File: src/pkg/aop_regs.vh
`ifndef AOP_REGS_VH
`define AOP_REGS_VH

// --------------------------------------------------------------
// bus map (byte addresses, one aligned word each)
// --------------------------------------------------------------
`define AOP_ADDR_MSG 8'h00
`define AOP_ADDR_CTRL 8'h04
`define AOP_ADDR_STAT 8'h08
`define AOP_ADDR_CFG0 8'h0C
`define AOP_ADDR_CFG1 8'h10
`define AOP_ADDR_CFG2 8'h14
`define AOP_ADDR_CFG3 8'h18
`define AOP_RESP_OKAY 2'h0
`define AOP_RESP_SLVERR 2'h2

// --------------------------------------------------------------
// control and status bits
// --------------------------------------------------------------
`define AOP_CTRL_EN 0
`define AOP_CTRL_SOFT 1
`define AOP_CTRL_RESTART 2
`define AOP_CTRL_MCLK_IN 3
`define AOP_CTRL_SCLK_DRV 4
`define AOP_CTRL_LRCLK_DRV 5
`define AOP_CTRL_COMPR 6
`define AOP_CTRL_FMT_LO 8
`define AOP_CTRL_FMT_HI 10
`define AOP_CTRL_RST 11'h000
`define AOP_FMT_MC6_20 3'h1
`define AOP_FMT_MC4_24 3'h2
`define AOP_FMT_MC6_24 3'h3
`define AOP_STAT_RATE_ERR 0
`define AOP_STAT_RATIO_ERR 1
`define AOP_STAT_BUSY 2
`define AOP_STAT_CLEARED 3

// --------------------------------------------------------------
// configuration messages
// --------------------------------------------------------------
`define AOP_PFX_AND 16'h8002
`define AOP_PFX_OR 16'h8001
`define AOP_CFG_BASE 8'h7C
`define AOP_CFG_WORDS 4
`define AOP_CFG_CLK_IDX 3
`define AOP_CFG_RST 24'h000000
`define AOP_CFG_CLK_RST 24'h000100
`define AOP_MCLK_LO 11
`define AOP_MCLK_HI 12
`define AOP_SCLK_LO 8
`define AOP_SCLK_HI 10
`define AOP_POL_BIT 19
`define AOP_MCLK_256 2'h0
`define AOP_MCLK_512 2'h2
`define AOP_MCLK_128 2'h3
`define AOP_MCLK_384 2'h1
`define AOP_SCLK_64A 3'h0
`define AOP_SCLK_64 3'h1
`define AOP_SCLK_128 3'h2
`define AOP_SCLK_256 3'h3
`define AOP_BITS_64 7'h20
`define AOP_BITS_128 7'h40
`define AOP_BITS_256 7'h7F
`define AOP_SAMPLE_W 24

`endif

File: src/design/aop_msg_parser.v
`timescale 1ns/1ps
`include "aop_regs.vh"

module aop_msg_parser
(
	input wire clk,
	input wire reset,
	input wire restore,
	input wire [23:0] word,
	input wire word_valid,
	output wire [95:0] cfg_bank,
	output reg busy
);

// --------------------------------------------------------------
// command capture
// --------------------------------------------------------------
reg op_and;
reg [7:0] op_addr;
wire is_and = (word[23:8] == `AOP_PFX_AND);
wire is_or = (word[23:8] == `AOP_PFX_OR);
wire [7:0] rel_addr = op_addr - `AOP_CFG_BASE;

// prefix then operand; unknown prefixes are dropped
always @(posedge clk)
begin
	if (reset || restore)
	begin
		busy <= 1'b0;
		op_and <= 1'b0;
		op_addr <= 8'h00;
	end
	else if (word_valid)
	begin
		if (busy)
			busy <= 1'b0;
		else if (is_and || is_or)
		begin
			busy <= 1'b1;
			op_and <= is_and;
			op_addr <= word[7:0];
		end
	end
end

// --------------------------------------------------------------
// configuration words, one per entry
// --------------------------------------------------------------
genvar gi;
generate
	for (gi = 0; gi < `AOP_CFG_WORDS; gi = gi + 1)
	begin : g_cfg
		reg [23:0] value;
		wire hit = busy && word_valid && (rel_addr == gi);
		// one operand per word keeps mask and set strictly in arrival order
		always @(posedge clk)
		begin
			if (reset || restore)
				value <= (gi == `AOP_CFG_CLK_IDX) ? `AOP_CFG_CLK_RST : `AOP_CFG_RST;
			else if (hit)
				value <= op_and ? (value & word) : (value | word);
		end
		assign cfg_bank[gi*24 +: 24] = value;
	end
endgenerate

endmodule // aop_msg_parser

File: src/design/aop_clk_cfg.v
// Function
// - mclk ratio codes 256,512,128,384 Fs via mask FFE7FF then set bits
// - bit clock codes 64,128,256 Fs via mask FFF8FF then set bits
// - polarity 0: data launched on falling bit clock edge
// - polarity 1: data launched on rising bit clock edge
// - every output sample carries 24 bits
// - input fifo cleared on restart, soft reset and hard reset
// - compressed input realigns on stream sync words, no fifo reset
// - parameters without a message group keep their default value
// - driven bit clock divided from mclk; input bit clock independent
// - driven frame clock divided from mclk; input frame clock independent
// - pcm outputs stay low until software enables them
//
// Our own choices: the register offsets and the AXI4-Lite register port.
`timescale 1ns/1ps
`include "aop_regs.vh"

module aop_clk_cfg
(
	input wire clk,
	input wire reset,
	input wire [7:0] s_axi_awaddr,
	input wire s_axi_awvalid,
	output reg s_axi_awready,
	input wire [31:0] s_axi_wdata,
	input wire [3:0] s_axi_wstrb,
	input wire s_axi_wvalid,
	output reg s_axi_wready,
	output reg [1:0] s_axi_bresp,
	output reg s_axi_bvalid,
	input wire s_axi_bready,
	input wire [7:0] s_axi_araddr,
	input wire s_axi_arvalid,
	output reg s_axi_arready,
	output reg [31:0] s_axi_rdata,
	output reg [1:0] s_axi_rresp,
	output reg s_axi_rvalid,
	input wire s_axi_rready,
	input wire sclk_in,
	output reg sclk_out,
	output reg sclk_oe,
	input wire lrclk_in,
	output reg lrclk_out,
	output reg lrclk_oe,
	input wire [23:0] sample_data,
	output reg sample_take,
	input wire sync_found,
	output reg pcm_out_zero,
	output reg fifo_clear
);

// --------------------------------------------------------------
// register bus
// --------------------------------------------------------------
reg [7:0] aw_addr;
reg aw_held;
reg [31:0] w_data;
reg [3:0] w_strb;
reg w_held;
reg [10:0] ctrl;
reg soft_pulse;
reg restart_pulse;
reg cleared;
reg rate_err;
reg ratio_err;
reg [23:0] msg_word;
reg msg_valid;
wire [95:0] cfg_bank;
wire parser_busy;
wire do_write = aw_held && w_held && !s_axi_bvalid;
wire wr_any = do_write && (w_strb != 4'h0);
wire [23:0] clk_word = cfg_bank[`AOP_CFG_CLK_IDX*24 +: 24];
wire fifo_clear_evt = soft_pulse || restart_pulse;

// write path: address and data taken in either order
always @(posedge clk)
begin
	if (reset)
	begin
		s_axi_awready <= 1'b1;
		s_axi_wready <= 1'b1;
		s_axi_bvalid <= 1'b0;
		s_axi_bresp <= `AOP_RESP_OKAY;
		aw_held <= 1'b0;
		w_held <= 1'b0;
		aw_addr <= 8'h00;
		w_data <= 32'h00000000;
		w_strb <= 4'h0;
	end
	else
	begin
		if (s_axi_awvalid && s_axi_awready)
		begin
			aw_addr <= s_axi_awaddr;
			aw_held <= 1'b1;
			s_axi_awready <= 1'b0;
		end
		if (s_axi_wvalid && s_axi_wready)
		begin
			w_data <= s_axi_wdata;
			w_strb <= s_axi_wstrb;
			w_held <= 1'b1;
			s_axi_wready <= 1'b0;
		end
		if (do_write)
		begin
			s_axi_bvalid <= 1'b1;
			s_axi_bresp <= (aw_addr <= `AOP_ADDR_CFG3 && aw_addr[1:0] == 2'h0)
				? `AOP_RESP_OKAY : `AOP_RESP_SLVERR;
		end
		else if (s_axi_bvalid && s_axi_bready)
		begin
			s_axi_bvalid <= 1'b0;
			aw_held <= 1'b0;
			w_held <= 1'b0;
			s_axi_awready <= 1'b1;
			s_axi_wready <= 1'b1;
		end
	end
end

// register effects; soft and restart bits are one-cycle pulses
always @(posedge clk)
begin
	if (reset)
	begin
		ctrl <= `AOP_CTRL_RST;
		soft_pulse <= 1'b0;
		restart_pulse <= 1'b0;
		msg_word <= 24'h000000;
		msg_valid <= 1'b0;
		cleared <= 1'b0;
	end
	else
	begin
		soft_pulse <= wr_any && aw_addr == `AOP_ADDR_CTRL && w_data[`AOP_CTRL_SOFT];
		restart_pulse <= wr_any && aw_addr == `AOP_ADDR_CTRL && w_data[`AOP_CTRL_RESTART];
		msg_valid <= wr_any && aw_addr == `AOP_ADDR_MSG;
		if (wr_any && aw_addr == `AOP_ADDR_MSG)
			msg_word <= w_data[23:0];
		if (wr_any && aw_addr == `AOP_ADDR_CTRL)
			ctrl <= w_data[10:0] & ~(11'h006);
		// a new clear beats a software acknowledge
		if (fifo_clear_evt)
			cleared <= 1'b1;
		else if (wr_any && aw_addr == `AOP_ADDR_STAT && w_data[`AOP_STAT_CLEARED])
			cleared <= 1'b0;
	end
end

// read path, one word per access
always @(posedge clk)
begin
	if (reset)
	begin
		s_axi_arready <= 1'b1;
		s_axi_rvalid <= 1'b0;
		s_axi_rdata <= 32'h00000000;
		s_axi_rresp <= `AOP_RESP_OKAY;
	end
	else if (s_axi_arvalid && s_axi_arready)
	begin
		s_axi_arready <= 1'b0;
		s_axi_rvalid <= 1'b1;
		s_axi_rresp <= `AOP_RESP_OKAY;
		case (s_axi_araddr)
			`AOP_ADDR_MSG: s_axi_rdata <= {8'h00, msg_word};
			`AOP_ADDR_CTRL: s_axi_rdata <= {21'h000000, ctrl};
			`AOP_ADDR_STAT: s_axi_rdata <= {28'h0000000, cleared, parser_busy, ratio_err, rate_err};
			`AOP_ADDR_CFG0: s_axi_rdata <= {8'h00, cfg_bank[23:0]};
			`AOP_ADDR_CFG1: s_axi_rdata <= {8'h00, cfg_bank[47:24]};
			`AOP_ADDR_CFG2: s_axi_rdata <= {8'h00, cfg_bank[71:48]};
			`AOP_ADDR_CFG3: s_axi_rdata <= {8'h00, cfg_bank[95:72]};
			default:
			begin
				s_axi_rdata <= 32'h00000000;
				s_axi_rresp <= `AOP_RESP_SLVERR;
			end
		endcase
	end
	else if (s_axi_rvalid && s_axi_rready)
	begin
		s_axi_rvalid <= 1'b0;
		s_axi_arready <= 1'b1;
	end
end

// soft reset restores the parser state and config word defaults (ctrl keeps its value) so the next message starts clean
aop_msg_parser u_parser
(
	.clk(clk),
	.reset(reset),
	.restore(soft_pulse),
	.word(msg_word),
	.word_valid(msg_valid),
	.cfg_bank(cfg_bank),
	.busy(parser_busy)
);

// --------------------------------------------------------------
// clock ratio decode and checks
// --------------------------------------------------------------
wire [1:0] mclk_code = clk_word[`AOP_MCLK_HI:`AOP_MCLK_LO];
wire [2:0] sclk_code = clk_word[`AOP_SCLK_HI:`AOP_SCLK_LO];
wire [2:0] fmt = ctrl[`AOP_CTRL_FMT_HI:`AOP_CTRL_FMT_LO];
wire pol_rise = clk_word[`AOP_POL_BIT];
wire sclk_is64 = (sclk_code == `AOP_SCLK_64) || (sclk_code == `AOP_SCLK_64A);
reg [3:0] half_div;
reg [6:0] bits_per_ch;

// mclk cycles per half bit clock; zero marks a ratio that cannot divide
always @*
begin
	half_div = 4'h0;
	bits_per_ch = `AOP_BITS_64;
	if (sclk_code == `AOP_SCLK_128)
		bits_per_ch = `AOP_BITS_128;
	else if (sclk_code == `AOP_SCLK_256)
		bits_per_ch = `AOP_BITS_256;
	case (mclk_code)
		`AOP_MCLK_128: half_div = sclk_is64 ? 4'h1 : 4'h0;
		`AOP_MCLK_256: half_div = sclk_is64 ? 4'h2 : (sclk_code == `AOP_SCLK_128) ? 4'h1 : 4'h0;
		`AOP_MCLK_512: half_div = sclk_is64 ? 4'h4 : (sclk_code == `AOP_SCLK_128) ? 4'h2 : 4'h1;
		`AOP_MCLK_384: half_div = sclk_is64 ? 4'h3 : 4'h0;
		default: half_div = 4'h0;
	endcase
end

// status flags flag a configuration the host should not have chosen
always @(posedge clk)
begin
	if (reset)
	begin
		rate_err <= 1'b0;
		ratio_err <= 1'b0;
	end
	else
	begin
		rate_err <= ((fmt == `AOP_FMT_MC6_20) && sclk_is64)
			|| ((fmt == `AOP_FMT_MC4_24) && sclk_is64)
			|| ((fmt == `AOP_FMT_MC6_24) && (sclk_code != `AOP_SCLK_256));
		ratio_err <= (ctrl[`AOP_CTRL_SCLK_DRV] && half_div == 4'h0)
			|| (mclk_code == `AOP_MCLK_384 && !ctrl[`AOP_CTRL_MCLK_IN]);
	end
end

// --------------------------------------------------------------
// bit and frame clocks
// --------------------------------------------------------------
reg sclk_s1;
reg sclk_s2;
reg sclk_s3;
reg lr_s1;
reg lr_s2;
reg [3:0] div_cnt;
reg sclk_int;
reg lr_seen;
reg [6:0] bit_cnt;
reg [22:0] shreg;
wire drive_sclk = ctrl[`AOP_CTRL_SCLK_DRV] && half_div != 4'h0;
wire div_tick = drive_sclk && (div_cnt == half_div - 4'h1);
wire m_rise = div_tick && !sclk_int;
wire m_fall = div_tick && sclk_int;
// input clocks only looked at after the second stage
wire s_rise = sclk_s2 && !sclk_s3;
wire s_fall = !sclk_s2 && sclk_s3;
wire rise = drive_sclk ? m_rise : s_rise;
wire fall = drive_sclk ? m_fall : s_fall;
wire launch = pol_rise ? rise : fall;
wire lr_now = ctrl[`AOP_CTRL_LRCLK_DRV] ? lrclk_out : lr_s2;
wire m_wrap = bit_cnt == bits_per_ch - 7'h01;
wire lr_toggle = launch && ctrl[`AOP_CTRL_LRCLK_DRV] && m_wrap;
wire ch_start = ctrl[`AOP_CTRL_LRCLK_DRV] ? lr_toggle : (launch && lr_now != lr_seen);
wire realign = ctrl[`AOP_CTRL_COMPR] && sync_found;

// synchronisers and divider
always @(posedge clk)
begin
	if (reset)
	begin
		sclk_s1 <= 1'b0;
		sclk_s2 <= 1'b0;
		sclk_s3 <= 1'b0;
		lr_s1 <= 1'b0;
		lr_s2 <= 1'b0;
		div_cnt <= 4'h0;
		sclk_int <= 1'b0;
	end
	else
	begin
		sclk_s1 <= sclk_in;
		sclk_s2 <= sclk_s1;
		sclk_s3 <= sclk_s2;
		lr_s1 <= lrclk_in;
		lr_s2 <= lr_s1;
		if (!drive_sclk || div_tick)
			div_cnt <= 4'h0;
		else
			div_cnt <= div_cnt + 4'h1;
		if (div_tick)
			sclk_int <= !sclk_int;
	end
end

// frame clock, bit counter and output shifter
always @(posedge clk)
begin
	if (reset)
	begin
		sclk_out <= 1'b0;
		sclk_oe <= 1'b0;
		lrclk_out <= 1'b0;
		lrclk_oe <= 1'b0;
		lr_seen <= 1'b0;
		bit_cnt <= 7'h00;
		shreg <= 23'h000000;
		sample_take <= 1'b0;
		pcm_out_zero <= 1'b0;
	end
	else
	begin
		sclk_out <= div_tick ? !sclk_int : sclk_int;
		sclk_oe <= drive_sclk;
		lrclk_oe <= ctrl[`AOP_CTRL_LRCLK_DRV] && drive_sclk;
		sample_take <= ch_start;
		if (lr_toggle)
			lrclk_out <= !lrclk_out;
		if (launch)
			lr_seen <= lr_now;
		if (realign)
			bit_cnt <= 7'h00;
		else if (launch)
			bit_cnt <= (m_wrap || ch_start) ? 7'h00 : bit_cnt + 7'h01;
		if (!ctrl[`AOP_CTRL_EN])
			pcm_out_zero <= 1'b0;
		else if (ch_start)
		begin
			pcm_out_zero <= sample_data[`AOP_SAMPLE_W-1];
			shreg <= sample_data[`AOP_SAMPLE_W-2:0];
		end
		else if (launch)
		begin
			pcm_out_zero <= shreg[22];
			shreg <= {shreg[21:0], 1'b0};
		end
	end
end

// fifo clear: high through hard reset, one pulse on soft reset or restart
always @(posedge clk)
begin
	if (reset)
		fifo_clear <= 1'b1;
	else
		fifo_clear <= fifo_clear_evt;
end

endmodule // aop_clk_cfg

File: config.mk
export PLATFORM = sky130hd
export DESIGN_NAME = aop_clk_cfg
export DESIGN_NICKNAME = d
export VERILOG_FILES = /design/src/design/aop_msg_parser.v /design/src/design/aop_clk_cfg.v
export VERILOG_INCLUDE_DIRS = /design/src /design/src/pkg
export SDC_FILE = /design/constraint.sdc
export NUM_CORES = 1
export LEC_CHECK = 0
export BUFFER_PORTS_ARGS = -buffer_cell sky130_fd_sc_hd__buf_2
export CORE_ASPECT_RATIO = 0.5
export CORE_UTILIZATION = 25
export DETAILED_ROUTE_END_ITERATION = 12
export PLACE_DENSITY_LB_ADDON = 0.2
export SKIP_CTS_REPAIR_TIMING = 1
export SYNTH_ARGS = -nofsm -noshare
export SYNTH_HDL_FRONTEND = slang
export SYNTH_SLANG_ARGS = --single-unit
File: constraint.sdc
create_clock -name clk -period 6.79 [get_ports clk]
set_input_delay 0 -clock clk [delete_from_list [all_inputs] [get_ports clk]]
set_output_delay 0 -clock clk [all_outputs]
set_load 0.05 [all_outputs]
==> results.tsv <==
metric	value	unit
outcome	complete, but fails checks	
violations	hold timing	
post-route-period-util	0.565	
clock.fmax	260	MHz
synth_area_leader_cell	dfxtp_1	
drv_cap	0	
grt_antenna_before_repair	1	
rows	55	
worstPathArrival	4290	ps
r2r-start	u_parser.g_cfg[3].value[9]$_SDFFE_PP0P_	
grt_max_degree	83	
overflow	0	
drc_errors	0	
path_max_fanout	46	
startpoint_type	register	
drive_above_1_share	0.119	
pin_count	134	
fin_skew	25.8	ps
dp_hpwl	23.0	mm
start_util	0.255	
power_density	248	nW/µm²
gp_congestion	0.764	
min_period	3840	ps
tns	0	ps
synth_flop_cell	dfxtp_1	
diodes	0	
cts_sinks	261	
root_buffer	clkbuf_16	
vias	10619	
nNetsFinal	1700	
drt-total-wl	36.6	mm
dr.pass1.iters	7	
synth_top_area_share	0.449	
ys_seq_area_frac	0.449	
slew_headroom	0.201	
ys_top_cells_by_area	dfxtp_1 (45%), nand2_1 (9.2%), a21oi_1 (8.0%)	
p_total	3.55	mW
die_h	155	µm
timing.hold.ws	-10.9	ps
cellLeakagePower	4.97	nW
ys_seq_elements	261	
clk_pin_slew_worst_paths	70	ps
worstSkewPairLatency	570	ps
syn_area_per_cell	7.79	µm²
final_cell_area	14300	µm²
setup_viol	0	
syn_inst	1493	
hp-start	s_axi_araddr[1]	
ys_warn_count	0	
async_reset_ff_frac	0	
worstSetupEndpointType	register	
syn_area	11600	µm²
hold_viol	2	
clk_path_buf_depth	3	
postPlaceCellArea	12600	µm²
grtUsageTotal	0.149	
viasPerCell	4.70	
drt-initial-drc-count	747	
grt_setup_unrepaired	false	
fillers	4940	
synth.distinct_cells	64	
syn_to_final_growth	23.2	%
cp-startpoint	u_parser.g_cfg[3].value[9]$_SDFFE_PP0P_	
die_w	307	µm
synth_edf_count	0	
cp.required	7250	ps
place_inst	2127	
hold_class	primary input to register	
drv_slew	0	
cts_tree	yes	
critPathKind	register to register	
ys_top_cells_by_count	nand2_1 (285), dfxtp_1 (261), a21oi_1 (187)	
finalNonFillerCells	2257	
core	45600	µm²
grt_pass1_vias	9748	
port_buffers	115	
drtAntennaViolNets	0	
grt_pass1_wl	56.3	mm
die_area	47400	µm²
yosysMostFrequentCell	nand2_1	
wl_per_cell	16.2	µm
vdd_drop_max	158	µV
max_slew.worst_pin.slew	1190	ps
numCtsBuffers	27	
htree_levels	1	
==> cell families (layout without fill, tap and decap cells) <==
group | Yosys count | count (layout) | synth area share
DFF | 261 | 261 | 0.449
buffers and inverters | 137 | 265 | 0.0505
xor gates and xnor gates | 8 | 8 | 0.00603
muxes | 38 | 38 | 0.0330
other | 1 | 10 | 0.000322
AOI/OAI and AO/OA | 498 | 498 | 0.253
adders and majority gates | 4 | 4 | 0.00430
and+or+nand+nor | 546 | 546 | 0.203
==> report_power, final <==
part | internal [mW] | switching (mW) | leakage [nW] | total (mW)
Sequential | 1.59 | 0.0472 | 2.12 | 1.64
Clock | 0.928 | 0.658 | 0.451 | 1.59
Combinational | 0.151 | 0.182 | 2.40 | 0.333
==> flip-flops by register name (all words and copies together) (netlist names), 4 cells and up <==
signal	cells
s_axi_rdata	24
w_data	24
div_cnt	4
shreg	23
msg_word	24
ctrl	9
bit_cnt	7
aw_addr	8
w_strb	4
u_parser.g_cfg.value	96
u_parser.op_addr	8
==> placed cells by master, fill, tap and decap left out, drive strengths merged, types with 8 or more instances in the layout <==
master and count:
nand2 285, o21ai 160, dfxtp 261, nor2b 14
o21a 68, a221oi 8, conb 10, inv 8
a21oi 187, buf 128, clkbuf 38, mux2i 35
a311oi 24, nand3 40, dlygate4sd3 81, a22oi 15
nor2 140, nor3 13
==> metal layers <==
metal / track usage / part of all wire / up-vias
met2: 0.238 / 0.45 / 160
li1: - / - / 5401
met4: 0.0353 / 0.020 / 0
met3: 0.0234 / 0.032 / 54
met5: 0 / 0 / -
met1: 0.211 / 0.50 / 5004
==> critical path, stage by stage (launching register included) <==
cell      delay [ps]
dfxtp_1          510
or4b_4           520
a31oi_1          170
a21oi_1           70
ha_1             220
ha_1             300
xnor2_1          140
nor4_1           350
nand4_1          190
o21ai_4          880
nor2_1            90
a311oi_1         280
==> per-stage QoR <==
step                worst slack [ps]  utilization
finish                          2950        0.315
global route                    2620        0.315
CTS                             2970        0.297
detailed placement              3010        0.277
global placement                3030        0.277
floorplan                       3780            -
==> worst paths after layout <==
| check | to | slack [ps] | cells after the start |
|---|---|---|---|
| max | shreg[9]$_SDFFE_PP0P_ | 2950 | 11 |
| min | s_axi_rdata[0]$_SDFFE_PP0P_ | -10 | 5 |
| max reg2reg | shreg[9]$_SDFFE_PP0P_ | 2950 | 11 |
| min reg2reg | lr_s2$_SDFF_PP0_ | 440 | 1 |
==> area by class of cell <==
cell class	count	area [µm²]	share of cell area
multi-input cells	1104	5890	0.411
flip-flops and latches	261	5230	0.365
repair buffers	209	1490	0.104
well taps	627	785	0.0547
clock buffers	38	757	0.0528
clock inverters	11	161	0.0113
inverters	7	26.3	0.00183
Power figures use the tool's default switching activity.
